## config.mk

```make
export PLATFORM = sky130hd
export DESIGN_NAME = fspc_ctrl
export DESIGN_NICKNAME = d
export VERILOG_FILES = /design/src/include/fspc_pkg.sv /design/src/design/fspc_pbuf.sv /design/src/design/fspc_timer.sv /design/src/design/fspc_ctrl.sv
export SDC_FILE = /design/constraint.sdc
export NUM_CORES = 1
export LEC_CHECK = 0
export BUFFER_PORTS_ARGS = -buffer_cell sky130_fd_sc_hd__buf_2
export CORE_UTILIZATION = 58
export CTS_BUF_LIST = sky130_fd_sc_hd__clkbuf_8
export DETAILED_ROUTE_END_ITERATION = 12
export PLACE_DENSITY_LB_ADDON = 0.08
export SLEW_MARGIN = 10
export SYNTH_ARGS = -nofsm -noshare
export SYNTH_HDL_FRONTEND = slang
export SYNTH_SLANG_ARGS = --single-unit
```

## constraint.sdc

```tcl
create_clock -name clk -period 3.2 [get_ports clk]
set_input_delay 0.32 -clock clk [delete_from_list [all_inputs] [get_ports clk]]
set_output_delay 0.32 -clock clk [all_outputs]
set_load 0.1 [all_outputs]
```

## src/include/fspc_pkg.sv

```systemverilog
package fspc_pkg;
  // Control register location in data space and the I/O window base.
  localparam logic [7:0] SELF_PROGRAM_CONTROL_STATUS_DATA_OFS = 8'h57;
  localparam logic [7:0] IO_BASE_OFS = 8'h20;
  localparam logic [7:0] SELF_PROGRAM_CONTROL_STATUS_IO_OFS = SELF_PROGRAM_CONTROL_STATUS_DATA_OFS - IO_BASE_OFS;
  localparam logic [7:0] SELF_PROGRAM_CONTROL_STATUS_RESET = 8'h00;
  // Control register bit positions.
  localparam int BIT_IE = 7;
  localparam int BIT_BUSY = 6;
  localparam int BIT_SIGNATURE_READ_BIT = 5;
  localparam int BIT_REEN = 4;
  localparam int BIT_LOCK = 3;
  localparam int BIT_PGWR = 2;
  localparam int BIT_PGER = 1;
  localparam int BIT_STEN = 0;
  // Accepted low-five-bit command patterns.
  localparam logic [4:0] PAT_REEN = 5'h11;
  localparam logic [4:0] PAT_LOCK = 5'h09;
  localparam logic [4:0] PAT_PGWR = 5'h05;
  localparam logic [4:0] PAT_PGER = 5'h03;
  localparam logic [4:0] PAT_FILL = 5'h01;
  // Flash geometry.
  localparam int PC_W = 13;
  localparam int WORD_W = 6;
  localparam int PAGE_W = PC_W - WORD_W;
  localparam int PAGE_WORDS = 64;
  localparam logic [PAGE_W-1:0] RWW_PAGES = 7'h70;
  localparam logic [PC_W-1:0] RWW_LAST = 13'h1bff;
  localparam int Z_PAGE_LO = 7;
  localparam int Z_PAGE_HI = 13;
  localparam int Z_WORD_LO = 1;
  localparam int Z_WORD_HI = 6;
  // Boot section start for each boot size fuse code; the section ends at BOOT_END.
  localparam logic [PC_W-1:0] BOOT_START_128 = 13'h1f80;
  localparam logic [PC_W-1:0] BOOT_START_256 = 13'h1f00;
  localparam logic [PC_W-1:0] BOOT_START_512 = 13'h1e00;
  localparam logic [PC_W-1:0] BOOT_START_1K = 13'h1c00;
  localparam logic [PC_W-1:0] BOOT_END = 13'h1fff;
  // Command windows in processor clock cycles.
  localparam logic [2:0] WIN_SPM = 3'h4;
  localparam logic [2:0] WIN_LPM = 3'h3;
  // Programming time: least 3.2 ms, clock 10 MHz.
  localparam int PROG_MIN_US = 3200;
  localparam int CLK_MHZ = 10;
  localparam int PROG_CYCLES = PROG_MIN_US * CLK_MHZ;
  localparam int TMR_W = 16;
  // Sequencer states, Gray coded along idle, armed, programming.
  typedef enum logic [1:0] {
    ST_IDLE = 2'h0,
    ST_ARMED = 2'h1,
    ST_PROG = 2'h3
  } fspc_state_e;
endpackage : fspc_pkg

```

## src/design/fspc_pbuf.sv

```systemverilog
`timescale 1ns/100ps
`default_nettype none
module fspc_pbuf #(
  parameter int DEPTH = 64,
  parameter int AW = 6,
  parameter int DW = 16
) (
  // Clock, reset and freeze.
  input wire logic clk,
  input wire logic rst_b,
  input wire logic en,
  // Fill port and discard.
  input wire logic wr,
  input wire logic [AW-1:0] wr_idx,
  input wire logic [DW-1:0] wr_data,
  input wire logic clr,
  // Registered read port.
  input wire logic [AW-1:0] rd_idx,
  output logic [DW-1:0] rd_data
);
  logic [DW-1:0] mem [DEPTH];
  logic [DEPTH-1:0] valid_reg;
  wire [DW-1:0] rd_word = valid_reg[rd_idx] ? mem[rd_idx] : {DW{1'b1}};

  // Word storage; unloaded words read back as erased.
  always_ff @(posedge clk) begin
    if (en && wr) begin
      mem[wr_idx] <= wr_data;
    end
  end

  // Per-word valid bits, cleared together when the buffer is discarded.
  always_ff @(posedge clk or negedge rst_b) begin
    if (!rst_b) begin
      valid_reg <= '0;
      rd_data <= '0;
    end else if (en) begin
      rd_data <= rd_word;
      if (clr) begin
        valid_reg <= '0;
      end else if (wr) begin
        valid_reg[wr_idx] <= 1'b1;
      end
    end
  end
endmodule : fspc_pbuf
`default_nettype wire

```

## src/design/fspc_timer.sv

```systemverilog
`timescale 1ns/100ps
`default_nettype none
module fspc_timer #(
  parameter int W = 16,
  parameter logic [W-1:0] CYCLES = 16'h7d00
) (
  // Clock, reset and freeze.
  input wire logic clk,
  input wire logic rst_b,
  input wire logic en,
  // Start pulse in, one-cycle done pulse out.
  input wire logic start,
  output logic done
);
  logic [W-1:0] cnt_reg;
  logic run_reg;
  wire last = run_reg && (cnt_reg == CYCLES - 1'b1);

  // Counts the programming time from the start pulse.
  always_ff @(posedge clk or negedge rst_b) begin
    if (!rst_b) begin
      cnt_reg <= '0;
      run_reg <= 1'b0;
      done <= 1'b0;
    end else if (en) begin
      done <= last;
      if (start) begin
        cnt_reg <= '0;
        run_reg <= 1'b1;
      end else if (last) begin
        run_reg <= 1'b0;
      end else if (run_reg) begin
        cnt_reg <= cnt_reg + 1'b1;
      end
    end
  end
endmodule : fspc_timer
`default_nettype wire

```

## src/design/fspc_ctrl.sv

```systemverilog
// Contract
// - Boot size fuses pick 128/256/512/1024-word boot section ending at 0x1FFF.
// - Pages below 0x1C00 are read-while-write; the top 16 pages are not.
// - Program counter is 13 bits; 64-word pages use six word bits.
// - Erase and write take the page from pointer bits 13 to 7.
// - Buffer fill takes the word from pointer bits 6 to 1.
// - Pointer bits 15 and 14 ignored; bit 0 is load byte select.
// - Control register at data 0x57 or I/O 0x37, resets to zero.
// - Ready interrupt requested while enabled, global enable set, store enable low.
// - Erase or write to the shared region sets busy and blocks it.
// - Busy clears on re-enable command or when a buffer fill starts.
// - Signature read: load returns signature byte, store does nothing.
// - Re-enable store reopens the region; refused while programming runs.
// - Re-enable written during buffer loading discards the buffer.
// - Lock-set store programs lock bits from the low data byte.
// - Load after lock-set returns lock or fuse bits by pointer bit 0.
// - Page write store writes the buffer into the addressed page.
// - Page erase store erases the addressed page.
// - Erase or write in the other region halts the core throughout.
// - Store enable alone: store puts the data pair into the buffer word.
// - Store allowed for four cycles; enable held during erase or write.
// - Only five low-five-bit patterns are accepted; others do nothing.
// - Each erase, write or lock programming lasts 3.2 to 3.4 ms.
`timescale 1ns/100ps
`default_nettype none
module fspc_ctrl import fspc_pkg::*; #(
  parameter int PROG_CNT = PROG_CYCLES
) (
  // Clock, reset and freeze.
  input wire logic clk,
  input wire logic rst_b,
  input wire logic clk_en,
  // Core register access.
  input wire logic io_wr,
  input wire logic io_rd,
  input wire logic io_space,
  input wire logic [7:0] io_addr,
  input wire logic [7:0] io_wdata,
  output logic [7:0] io_rdata,
  // Core program-memory store and load.
  input wire logic spm_req,
  input wire logic lpm_req,
  input wire logic [15:0] z_ptr,
  input wire logic [15:0] data_pair,
  input wire logic global_ie,
  output logic lpm_hit,
  output logic [7:0] lpm_data,
  output logic cpu_halt,
  output logic ready_irq,
  // Nonvolatile cells read back.
  input wire logic [1:0] boot_size_fuse,
  input wire logic [7:0] lock_bits,
  input wire logic [7:0] fuse_bits,
  input wire logic [7:0] sig_byte,
  // Flash array commands.
  output logic section_busy,
  output logic [PC_W-1:0] boot_start,
  output logic erase_go,
  output logic write_go,
  output logic lock_go,
  output logic [PAGE_W-1:0] page_addr,
  output logic [7:0] lock_data,
  input wire logic [WORD_W-1:0] pb_rd_idx,
  output logic [15:0] pb_rd_data
);
  fspc_state_e state_reg, state_next;
  logic [5:0] cmd_reg, cmd_next;
  logic ie_reg;
  logic busy_reg;
  logic [2:0] win_reg;
  logic loading_reg;
  logic tmr_done;

  ////////////////////////////////////////////////////////////////////////////
  // Register decode.

  // Either address space reaches the control register.
  wire addr_hit = (!io_space && io_addr == SELF_PROGRAM_CONTROL_STATUS_DATA_OFS) || (io_space && io_addr == SELF_PROGRAM_CONTROL_STATUS_IO_OFS);
  wire reg_wr = io_wr && addr_hit;
  wire [4:0] low5 = io_wdata[4:0];
  wire pat_ok = low5 == PAT_REEN || low5 == PAT_LOCK || low5 == PAT_PGWR ||
                low5 == PAT_PGER || low5 == PAT_FILL;
  // Commands are taken only outside programming, so re-enable is refused then.
  wire cmd_wr = reg_wr && pat_ok && state_reg != ST_PROG;
  wire sig_ok = low5 == PAT_FILL;
  wire [7:0] status_w = {ie_reg, busy_reg, cmd_reg};

  ////////////////////////////////////////////////////////////////////////////
  // Command window and store decode.

  // Window counts down from the cycle after the write.
  wire armed = state_reg == ST_ARMED;
  wire spm_ok = armed && win_reg != 3'h0 && spm_req;
  wire lpm_ok = armed && win_reg > (WIN_SPM - WIN_LPM) && lpm_req;
  wire expire = armed && win_reg == 3'h1 && !spm_req;
  wire is_er = cmd_reg[BIT_PGER];
  wire is_wr = cmd_reg[BIT_PGWR];
  wire is_lock = cmd_reg[BIT_LOCK];
  wire is_reen = cmd_reg[BIT_REEN];
  wire is_sig = cmd_reg[BIT_SIGNATURE_READ_BIT];
  wire is_fill = cmd_reg[5:1] == 5'h00;
  // Page field is pointer bits 13..7; bits 15..14 never looked at.
  wire [PAGE_W-1:0] z_page = z_ptr[Z_PAGE_HI:Z_PAGE_LO];
  wire [WORD_W-1:0] z_word = z_ptr[Z_WORD_HI:Z_WORD_LO];
  wire page_rww = z_page < RWW_PAGES;
  wire go_pg = spm_ok && (is_er || is_wr);
  wire go_prog = go_pg || (spm_ok && is_lock);
  wire buf_fill = spm_ok && is_fill;
  // Re-enable written while words are loaded throws the buffer away.
  wire buf_drop = (cmd_wr && low5 == PAT_REEN && loading_reg) || (tmr_done && is_wr);

  ////////////////////////////////////////////////////////////////////////////
  // Sequencer next state.

  // Chooses the next state and command bits.
  always_comb begin
    state_next = state_reg;
    cmd_next = cmd_reg;
    case (state_reg)
      ST_IDLE: begin
        if (cmd_wr) begin
          state_next = ST_ARMED;
          cmd_next = {io_wdata[BIT_SIGNATURE_READ_BIT] && sig_ok, low5};
        end
      end
      ST_ARMED: begin
        if (cmd_wr) begin
          cmd_next = {io_wdata[BIT_SIGNATURE_READ_BIT] && sig_ok, low5};
        end else if (go_prog) begin
          state_next = ST_PROG;
        end else if (spm_ok || expire) begin
          state_next = ST_IDLE;
          cmd_next = '0;
        end
      end
      ST_PROG: begin
        if (tmr_done) begin
          state_next = ST_IDLE;
          cmd_next = '0;
        end
      end
      default: begin
        state_next = ST_IDLE;
        cmd_next = '0;
      end
    endcase
  end

  // State, command bits and window counter.
  always_ff @(posedge clk or negedge rst_b) begin
    if (!rst_b) begin
      state_reg <= ST_IDLE;
      cmd_reg <= SELF_PROGRAM_CONTROL_STATUS_RESET[5:0];
      win_reg <= 3'h0;
    end else if (clk_en) begin
      state_reg <= state_next;
      cmd_reg <= cmd_next;
      if (cmd_wr) begin
        win_reg <= WIN_SPM;
      end else if (win_reg != 3'h0) begin
        win_reg <= win_reg - 3'h1;
      end
    end
  end

  ////////////////////////////////////////////////////////////////////////////
  // Interrupt enable, busy flag and halt.

  // Enable bit follows any write to the register.
  always_ff @(posedge clk or negedge rst_b) begin
    if (!rst_b) begin
      ie_reg <= SELF_PROGRAM_CONTROL_STATUS_RESET[BIT_IE];
    end else if (clk_en && reg_wr) begin
      ie_reg <= io_wdata[BIT_IE];
    end
  end

  // Busy is set by programming the shared region; the set wins over a clear.
  always_ff @(posedge clk or negedge rst_b) begin
    if (!rst_b) begin
      busy_reg <= SELF_PROGRAM_CONTROL_STATUS_RESET[BIT_BUSY];
    end else if (clk_en) begin
      if (go_pg && page_rww) begin
        busy_reg <= 1'b1;
      end else if (buf_fill || (spm_ok && is_reen)) begin
        busy_reg <= 1'b0;
      end
    end
  end

  // Core stays halted for the whole operation on the upper region.
  always_ff @(posedge clk or negedge rst_b) begin
    if (!rst_b) begin
      cpu_halt <= 1'b0;
    end else if (clk_en) begin
      if (go_pg && !page_rww) begin
        cpu_halt <= 1'b1;
      end else if (tmr_done) begin
        cpu_halt <= 1'b0;
      end
    end
  end

  // Buffer holds loaded words until discarded.
  always_ff @(posedge clk or negedge rst_b) begin
    if (!rst_b) begin
      loading_reg <= 1'b0;
    end else if (clk_en) begin
      if (buf_fill) begin
        loading_reg <= 1'b1;
      end else if (buf_drop) begin
        loading_reg <= 1'b0;
      end
    end
  end

  ////////////////////////////////////////////////////////////////////////////
  // Outputs to core and flash array.

  // Boot section start from the size fuses.
  wire [PC_W-1:0] boot_w = boot_size_fuse == 2'h3 ? BOOT_START_128 :
                           boot_size_fuse == 2'h2 ? BOOT_START_256 :
                           boot_size_fuse == 2'h1 ? BOOT_START_512 : BOOT_START_1K;
  // Special loads return the signature byte, or lock or fuse bytes by pointer bit 0.
  wire [7:0] lpm_w = is_sig ? sig_byte : (z_ptr[0] ? fuse_bits : lock_bits);
  wire lpm_special = lpm_ok && (is_sig || is_lock);

  // Registered answers to the core and commands to the array.
  always_ff @(posedge clk or negedge rst_b) begin
    if (!rst_b) begin
      io_rdata <= 8'h00;
      lpm_hit <= 1'b0;
      lpm_data <= 8'h00;
      ready_irq <= 1'b0;
      section_busy <= 1'b0;
      boot_start <= BOOT_START_1K;
      erase_go <= 1'b0;
      write_go <= 1'b0;
      lock_go <= 1'b0;
      page_addr <= '0;
      lock_data <= 8'hff;
    end else if (clk_en) begin
      if (io_rd && addr_hit) begin
        io_rdata <= status_w;
      end
      lpm_hit <= lpm_special;
      if (lpm_special) begin
        lpm_data <= lpm_w;
      end
      ready_irq <= ie_reg && global_ie && !cmd_reg[BIT_STEN];
      section_busy <= busy_reg;
      boot_start <= boot_w;
      erase_go <= spm_ok && is_er;
      write_go <= spm_ok && is_wr;
      lock_go <= spm_ok && is_lock;
      if (go_pg) begin
        page_addr <= z_page;
      end
      if (spm_ok && is_lock) begin
        lock_data <= data_pair[7:0];
      end
    end
  end

  ////////////////////////////////////////////////////////////////////////////
  // Temporary page buffer and programming timer.

  fspc_pbuf #(.DEPTH(PAGE_WORDS), .AW(WORD_W), .DW(16)) u_pbuf (
    .clk(clk),
    .rst_b(rst_b),
    .en(clk_en),
    .wr(buf_fill),
    .wr_idx(z_word),
    .wr_data(data_pair),
    .clr(buf_drop),
    .rd_idx(pb_rd_idx),
    .rd_data(pb_rd_data)
  );

  fspc_timer #(.W(TMR_W), .CYCLES(TMR_W'(PROG_CNT))) u_timer (
    .clk(clk),
    .rst_b(rst_b),
    .en(clk_en),
    .start(go_prog),
    .done(tmr_done)
  );
endmodule : fspc_ctrl
`default_nettype wire

```

==> results of run 1 <==
## cells in the final DEF (no fill, tap or decap), drive strengths merged, types with 5 or more instances in the layout
master,n
a221oi,52
o221ai,22
nand2,49
a21oi,16
or2,7
buf,325
clkinvlp,5
and2,8
o22ai,7
conb,10
nand4,14
o21a,63
xor2,6
inv,105
xnor2,8
nor2,203
nor3,6
o21ai,53
a22oi,26
edfxtp,1024
clkinv,42
and3,7
mux2i,112
nand3b,10
dlygate4sd3,47
a2111oi,9
nand3,17
a31oi,35
or3,5
a211oi,7
mux4,232
o2111ai,5
dfrtp,145
clkbuf,195
mux2,78
or3b,6
dfstp,8
## stage by stage
stage | utilization | cells | power, mW
finish | 0.6796 | 4063 | 30.04
global route | 0.6795 | 4061 | 31.02
CTS | 0.6793 | 4059 | 30.24
detailed placement | 0.6328 | 3697 | 19.15
global placement | 0.6328 | 3697 | 19.10
floorplan | - | 2472 | 18.28
## final cells by class
| class | instances | area share |
|---|---|---|
| Sequential cell | 1177 | 0.6411 |
| Multi-Input combinational cell | 1112 | 0.2113 |
| Timing Repair Buffer | 372 | 0.06107 |
| Clock buffer | 195 | 0.04975 |
| Tap cell | 1050 | 0.02435 |
| Clock inverter | 120 | 0.009950 |
| Inverter | 33 | 0.002296 |
| Antenna cell | 4 | 0.0001855 |
## worst max-delay path by stage
stage	start	end	slack, ns	cells past startpoint
finish	win_reg[0]$_DFFE_PN0P_	u_pbuf.mem[9][13]$_DFFE_PP_	0.21	9
global route	win_reg[0]$_DFFE_PN0P_	u_pbuf.mem[9][15]$_DFFE_PP_	0.03	9
CTS	win_reg[0]$_DFFE_PN0P_	u_pbuf.mem[0][5]$_DFFE_PP_	0.12	9
detailed placement	win_reg[0]$_DFFE_PN0P_	u_pbuf.mem[0][10]$_DFFE_PP_	0.15	9
global placement	win_reg[0]$_DFFE_PN0P_	u_pbuf.mem[4][8]$_DFFE_PP_	0.21	9
floorplan	win_reg[0]$_DFFE_PN0P_	u_pbuf.mem[56][0]$_DFFE_PP_	-0.08	8
## critical path: cells and delay by family, from the launching register on
family / cells / cell delay, ns
flip-flops: 1 / 0.38
adder cells (fa/ha/maj): 1 / 0.23
buffers and inverters: 3 / 0.53
AND/OR/NAND/NOR: 5 / 1.50
## report_power, final
part	switching, mW	leakage [nW]	total [mW]	internal [mW]
sequential	0.0522	11.2	16.8	16.7
combinational	1.37	5.81	2.08	0.713
clock	5.51	1.90	11.2	5.65
## repair_timing
| item | in CTS | in global routing |
|---|---|---|
| resized for setup | 0 | 2 |
| endpoints found under the setup margin | 0 | 25 |
| hold buffers | 47 | 0 |
| setup buffers | 0 | 0 |
| hold endpoints to repair | 191 | 0 |
## logic make-up after synthesis
kind of cell / Yosys count / synth area share
adder cells (fa/ha/maj): 5 / 0.001285
flip-flops: 1177 / 0.7398
AND/OR/NAND/NOR: 349 / 0.03468
buffers and inverters: 183 / 0.01863
XOR/XNOR: 14 / 0.002623
multiplexers: 422 / 0.1545
AO/OA/AOI/OAI: 312 / 0.04828
other: 2 / 0.0001606
## layer usage
metal  GRT usage  wire [um]  vias to the layer above
li1            -          -                    10834
met4      0.1052       3493                        4
met2      0.4575      55800                     1058
met3     0.05582       8450                      208
met1      0.3786      44280                    13243
met5           0         21                        -
==> impl_results.md, run 1 <==
- Setup slack at placement: 0.1487 ns
- Most instantiated cells after synthesis: 1024 x sky130_fd_sc_hd__edfxtp_1, 232 x sky130_fd_sc_hd__mux4_2, 203 x sky130_fd_sc_hd__nor2_1
- Fin crit share: 0.9330
- Starting density of the core: 0.5889
- Clock period minus worst slack: 2.986 ns
- Via count of the first global-routing pass: 25994
- RSZ-0062 raised after global routing: no
- Most numerous cell on the critical path: sky130_fd_sc_hd__buf_12
- Delay of the slowest critical-path stage: 0.44 ns
- Number of placement rows: 103
- Global router's overall resource usage: 0.2805
- I/O pin count: 156
- Outcome: finished clean
- Critical register-to-register path endpoint: u_pbuf.mem[9][13]$_DFFE_PP_
- Post-DR vias/cell: 6.238
- Final count of negative-setup-slack endpoints: 0
- Overall via count from detail_route: 25347
- Startpoint of the tightest hold check path: data_pair[10]
- Initial drt markers: 2498
- Fill cell count: 5259
- Async set-reset flop share out of synthesis: 0.1300
- Area of all placed cells without fillers: 53950 sq um
- Clock tree buffer depth: 3
- Root Driver: sky130_fd_sc_hd__clkbuf_8
- Synthesis-to-layout area growth: 15.39%
- Critical path's slowest cell: sky130_fd_sc_hd__or3b_4
- Number of design rule violations left after detail routing: 0
- Detailed placement HPWL: 69520 um
- Cells taking the most area after synthesis: sky130_fd_sc_hd__edfxtp_1 66%, sky130_fd_sc_hd__mux4_2 11%, sky130_fd_sc_hd__dfrtp_1 7.8%, sky130_fd_sc_hd__mux2i_1 2.4%, sky130_fd_sc_hd__mux2_2 1.9%
- Count of yosys warnings during synthesis: 0
- Vert. Die Dim: 285.9 um
- Sequential fraction of the synthesis area: 0.7398
- Fmax: 334.9 MHz
- Relative slew slack: 0.1972
- Num CTS Buffers: 180
- Most numerous cell in the Yosys netlist: sky130_fd_sc_hd__edfxtp_1
- CP endpoint kind: flop
- Largest register FFs: 1024
- Number of clock sinks: 1177
- Portion of synthesized cell area occupied by the leading cell type: 0.6577
- Worst path setup slack after routing: 0.2143 ns
- Residual antenna-violating net count after detailed routing: 0
- Post-synth top flop: sky130_fd_sc_hd__edfxtp_1
- Post-Route WL: 112000 um
- Worst Setup Path Type: flop to flop
- Nets: 2969
- Arrival time at the worst endpoint: 3.48 ns
- Maximum fanout count along the critical path: 19
- Minimum hold slack: 0.08225 ns
- Clock tree from TritonCTS: yes
- Netlist Area Pre-Place: 46750 sq um
- Post-synthesis instance total: 2464
- Gp weighted congestion: 0.8393
- #FFs+latches synth: 1177
- Max Transition Viols Final: 0
- CP required: 3.70 ns
- Slack of the worst reg-to-reg path: 0.21 ns
- Maximum Capacitance Violations: 0
- Global route overflow: 0
- Number of cells traversed by the worst hold path: 1
- Post-synth top area cell: sky130_fd_sc_hd__edfxtp_1
- Routed length per instance: 27.58 um
- Count of endpoints failing hold in the final timing report: 0
- Layout cell share with drive strength beyond 1: 0.3014
- First-pass GRT wire length: 164700 um
- Reg area: 34590 sq um
- Maximum number of pins on one net before global-route repair: 145
- Post-synth cell types: 72
- Reg-to-reg critical path startpoint: win_reg[0]$_DFFE_PN0P_
- Lkg Pwr: 18.94 nW
- Number of H-tree levels: 4
- Number of enable flip-flop cells after synthesis: 1024
- Final Skew: 0.02973 ns
- Number of antenna violations at the first check in global routing: 8
- Core outline area: 79390 sq um
- Placed cell areas: 50240 sq um
- Port bufs: 142
- Clock-pin slew on the worst setup and hold paths: 0.06 ns
- Post-synthesis area per instance: 18.97 sq um
- Max rail drop VDD: 429.1 uV
- Horizontal extent of the die: 285.9 um
- Area used by multi-input combinational logic: 11400 sq um
- Worst hold path type: input port to flop
- Final setup TNS: 0 ns
- Number of search-and-repair iterations in the first detailed-routing pass: 6
- Startpoint class of the critical path: flop
- Area of the die: 81750 sq um
- Clock insertion delay at the later pin of the skew report: 0.82 ns
- Pwr dens: 556.8 nW/um^2
- End point of the worst hold path: u_pbuf.mem[22][10]$_DFFE_PP_
- Worst Max-Slew Pin Slew: 1.204 ns
- Length in cells of the worst reg-to-reg path: 9
- Cell breakdown of the critical path: inv_1 -> ha_1 -> nor2b_1 -> or3b_4 -> nor4_4 -> buf_12 -> nand2_1 -> nor2_1 -> buf_12
No activity file was read; power rests on OpenSTA's default activity.
==> run 2, diff against run 1 <==
- SYNTH_HIERARCHICAL: not set -> 1
==> run 2 against run 1 <==
  * Critical path depth increased by 2
  * Clock skew up 0.0042 ns
  * Area after synthesis fell by 1.3%
  * Total power grew 0.24%
  * First-iteration DRC count is 5.9% higher
  * Global-route usage rose by 0.81 points
  * Fmax fell by 2.0%
  * Critical path type unchanged
==> impl_results.md, run 2 <==
- Starting density of the core: 0.5853 (was 0.5889)
- Clock tree buffer depth: 3 (unchanged)
- Residual antenna-violating net count after detailed routing: 0 (unchanged)
- Post-Route WL: 113600 um (was 112000 um)
- Sequential fraction of the synthesis area: 0.7492 (was 0.7398)
- Netlist Area Pre-Place: 46160 sq um (was 46750 sq um)
- Startpoint class of the critical path: flop (unchanged)
- Maximum number of pins on one net before global-route repair: 87 (was 145)
- Core outline area: 78870 sq um (was 79390 sq um)
- Overall via count from detail_route: 24861 (was 25347)
- Number of hold buffers added after cts: 42 (was 47)
- Routed length per instance: 28.82 um (was 27.58 um)
- Internal power summed over all cells: 23.34 mW (was 23.11 mW)
- Worst hold path type: input port to flop (unchanged)
- Number of design rule violations left after detail routing: 0 (unchanged)
- Number of enable flip-flop cells after synthesis: 1024 (unchanged)
- Outcome: finished clean (unchanged)
- Post-synth cell types: 72 (unchanged)
- Global router's overall resource usage: 0.2887 (was 0.2805)
- Fraction of power spent switching nets: 0.2250 (was 0.2307)
- Port bufs: 142 (unchanged)
- Post-CTS resize count: 0 (unchanged)
- Clock insertion delay at the later pin of the skew report: 0.82 ns (about the same)
- Count of yosys warnings during synthesis: 6 (was 0)
- Via count of the first global-routing pass: 25623 (was 25994)
- Cell total after placement: 3556 (was 3697)
- Horizontal extent of the die: 284.1 um (was 285.9 um)
- Post-synth top flop: sky130_fd_sc_hd__edfxtp_1 (unchanged)
- Post-synthesis instance total: 2309 (was 2464)
- Layout cell share with drive strength beyond 1: 0.3127 (was 0.3014)
- Pwr dens: 561.9 nW/um^2 (was 556.8 nW/um^2)
- Logic gate share of total power: 0.054 (was 0.069)
- Power, Total: 30.11 mW (was 30.04 mW)
- Routed wl met2: 54820 um (was 55800 um)
- Setup Fix Bufs, Post-CTS: 0 (unchanged)
- Global route overflow: 0 (unchanged)
- #FFs+latches synth: 1177 (unchanged)
- Number of placement rows: 103 (unchanged)
- First-pass GRT wire length: 167500 um (was 164700 um)
- CP endpoint kind: flop (unchanged)
- Num CTS Buffers: 182 (was 180)
- Worst Max-Slew Pin Slew: 1.233 ns (was 1.204 ns)
- Gp weighted congestion: 0.9328 (was 0.8393)
- Amount of wire on met3 after detailed routing: 9633 um (was 8450 um)
- Max Transition Viols Final: 0 (unchanged)
- Arrival time at the worst endpoint: 3.54 ns (was 3.48 ns)
- Sum of routed wire segments on met1: 45910 um (was 44280 um)
- Post-synth top area cell: sky130_fd_sc_hd__edfxtp_1 (unchanged)
- Maximum Capacitance Violations: 0 (unchanged)
- CP required: 3.70 ns (about the same)
- Setup slack at placement: 0.2635 ns (was 0.1487 ns)
- Lkg Pwr: 18.52 nW (was 18.94 nW)
- Post-synthesis area per instance: 19.99 sq um (was 18.97 sq um)
- Worst path setup slack after routing: 0.1531 ns (was 0.2143 ns)
- Cells taking the most area after synthesis: sky130_fd_sc_hd__edfxtp_1 67%, sky130_fd_sc_hd__mux4_2 14%, sky130_fd_sc_hd__dfrtp_1 7.9%, sky130_fd_sc_hd__a22oi_1 1.6%, sky130_fd_sc_hd__o21a_1 0.98% (was sky130_fd_sc_hd__edfxtp_1 66%, sky130_fd_sc_hd__mux4_2 11%, sky130_fd_sc_hd__dfrtp_1 7.8%, sky130_fd_sc_hd__mux2i_1 2.4%, sky130_fd_sc_hd__mux2_2 1.9%)
- Final setup TNS: 0 ns (unchanged)
- Max rail drop VDD: 382.2 uV (was 429.1 uV)
- Clock period minus worst slack: 3.047 ns (was 2.986 ns)
- Clock Power Share: 0.391 (was 0.372)
- Final count of negative-setup-slack endpoints: 0 (unchanged)
- Synthesis-to-layout area growth: 16.09% (was 15.39%)
- Commonest cells after routing, fill and taps aside: 1024 x sky130_fd_sc_hd__edfxtp_1, 288 x sky130_fd_sc_hd__mux4_2, 194 x sky130_fd_sc_hd__clkbuf_8 (was 1024 x sky130_fd_sc_hd__edfxtp_1, 232 x sky130_fd_sc_hd__mux4_2, 195 x sky130_fd_sc_hd__clkbuf_8)
- Initial drt markers: 2645 (was 2498)
- Finished Core Util: 0.6795 (was 0.6796)
- Root Driver: sky130_fd_sc_hd__clkbuf_8 (unchanged)
- RSZ-0062 raised after global routing: no (unchanged)
- Final Skew: 0.03393 ns (was 0.02973 ns)
- Post-DR vias/cell: 6.307 (was 6.238)
- Detailed placement HPWL: 70560 um (was 69520 um)
- Relative slew slack: 0.1777 (was 0.1972)
- Worst Setup Path Type: flop to flop (unchanged)
- Most instantiated cells after synthesis: 1024 x sky130_fd_sc_hd__edfxtp_1, 288 x sky130_fd_sc_hd__mux4_2, 145 x sky130_fd_sc_hd__dfrtp_1 (was 1024 x sky130_fd_sc_hd__edfxtp_1, 232 x sky130_fd_sc_hd__mux4_2, 203 x sky130_fd_sc_hd__nor2_1)
- Count of placed standard cells in the final layout, fillers left out: 3942 (was 4063)
- I/O pin count: 156 (unchanged)
- Fmax: 328.2 MHz (was 334.9 MHz)
- Number of H-tree levels: 4 (unchanged)
- Nets: 2825 (was 2969)
- Number of clock sinks: 1177 (unchanged)
- Uppermost metal layer occupied by signal nets: met5 (unchanged)
- Count of endpoints failing hold in the final timing report: 0 (unchanged)
- Largest register FFs: 1024 (unchanged)
- Maximum fanout count along the critical path: 9 (was 19)
- Portion of synthesized cell area occupied by the leading cell type: 0.6661 (was 0.6577)
- Share of power burned in registers: 0.555 (was 0.559)
- Clock-pin slew on the worst setup and hold paths: 0.06 ns (about the same)
- Number of search-and-repair iterations in the first detailed-routing pass: 7 (was 6)
- Most numerous cell in the Yosys netlist: sky130_fd_sc_hd__edfxtp_1 (unchanged)
- Commonest non-fill, non-tap cell in the layout: sky130_fd_sc_hd__edfxtp_1 (unchanged)
- Number of antenna violations at the first check in global routing: 8 (unchanged)
- Net load switching power: 6.776 mW (was 6.931 mW)
- Area of the die: 80730 sq um (was 81750 sq um)
- Fin crit share: 0.9522 (was 0.9330)
- Clock tree from TritonCTS: yes (unchanged)
- Async set-reset flop share out of synthesis: 0.1300 (unchanged)
- Vert. Die Dim: 284.1 um (was 285.9 um)
[run 2: cell count changes in the layout (fill, tap and decap cells not counted), moves of 10 or more]
cell / delta
sky130_fd_sc_hd__mux2_2: -50
sky130_fd_sc_hd__a31oi_1: -21
sky130_fd_sc_hd__mux2i_1: -98
sky130_fd_sc_hd__a22oi_1: +71
sky130_fd_sc_hd__nand2b_1: +10
sky130_fd_sc_hd__o221ai_1: -19
sky130_fd_sc_hd__a22o_1: +10
sky130_fd_sc_hd__nor2_2: -15
sky130_fd_sc_hd__a221oi_1: -52
sky130_fd_sc_hd__o21ai_0: -22
sky130_fd_sc_hd__nor2_1: -70
sky130_fd_sc_hd__a21oi_1: +25
sky130_fd_sc_hd__mux4_2: +56
sky130_fd_sc_hd__nand2_1: +35
[run 2: logic make-up after synthesis]
group,Yosys count,synth area share
multiplexers,330,0.1504
other,2,0.0001627
adder cells (fa/ha/maj),4,0.001084
buffers and inverters,159,0.01634
AND/OR/NAND/NOR,314,0.03285
AO/OA/AOI/OAI,323,0.04995
flip-flops,1177,0.7492
[run 2: layout make-up]
| cell class | instances | area, sq um |
|---|---|---|
| fill | 5191 | 25280 |
| timing repair buffer | 366 | 3252 |
| sequential | 1177 | 34590 |
| inverter | 24 | 90.09 |
| clock buffer | 194 | 2670 |
| antenna | 4 | 10.01 |
| multi-input combinational | 981 | 10890 |
| clock inverter | 146 | 780.7 |
| tap | 1050 | 1314 |
[run 2: final timing paths]
check | cells after the start | to | from | slack, ns
min in group asynchronous | 2 | lpm_data[5]$_DFFE_PN0P_ | rst_b | 0.12
hold reg to reg | 2 | io_rdata[0]$_DFFE_PN0P_ | io_rdata[0]$_DFFE_PN0P_ | 0.48
max in group asynchronous | 3 | u_pbuf/valid_reg[1]$_DFFE_PN0P_ | rst_b | 2.17
hold / removal | 1 | u_pbuf/mem[38][14]$_DFFE_PP_ | data_pair[14] | 0.07
setup / recovery | 11 | u_pbuf/mem[25][4]$_DFFE_PP_ | win_reg[0]$_DFFE_PN0P_ | 0.15
setup reg to reg | 11 | u_pbuf/mem[25][4]$_DFFE_PP_ | win_reg[0]$_DFFE_PN0P_ | 0.15
[run 2: critical path, cell delays in order, from the launching register on]
cell	delay [ns]
sky130_fd_sc_hd__dfrtp_1	0.37
sky130_fd_sc_hd__inv_1	0.09
sky130_fd_sc_hd__ha_1	0.23
sky130_fd_sc_hd__nor2b_1	0.17
sky130_fd_sc_hd__nor4_1	0.35
sky130_fd_sc_hd__buf_4	0.23
sky130_fd_sc_hd__nand2_1	0.17
sky130_fd_sc_hd__nor2_1	0.23
sky130_fd_sc_hd__nand3b_1	0.16
sky130_fd_sc_hd__buf_4	0.19
sky130_fd_sc_hd__nor2_1	0.25
sky130_fd_sc_hd__buf_4	0.26
[run 2: through the flow]
| stage | instance area (sq um) | hold slack [ns] |
|---|---|---|
| global route | 53590 | 0.06748 |
| floorplan | 46190 | 0.02441 |
| finish | 53590 | 0.06602 |
| detailed placement | 49710 | 0.4407 |
| global placement | 49710 | 0.4292 |
| CTS | 53580 | 0.01037 |
[run 2: metal layers]
metal,vias to the layer above,track usage
met1,13129,0.4122
li1,10404,-
met2,1123,0.4507
met4,6,0.09758
met5,-,0
met3,199,0.06019
[run 2: power groups by stage]
stage	combinational [mW]	clock (mW)	sequential (mW)
2_1_floorplan	0.790	0	17.1
3_3_place_gp	1.56	0	17.0
3_5_place_dp	1.59	0	17.0
4_1_cts	1.64	12.0	16.7
5_1_grt	1.73	12.6	16.7
6_report	1.64	11.8	16.7
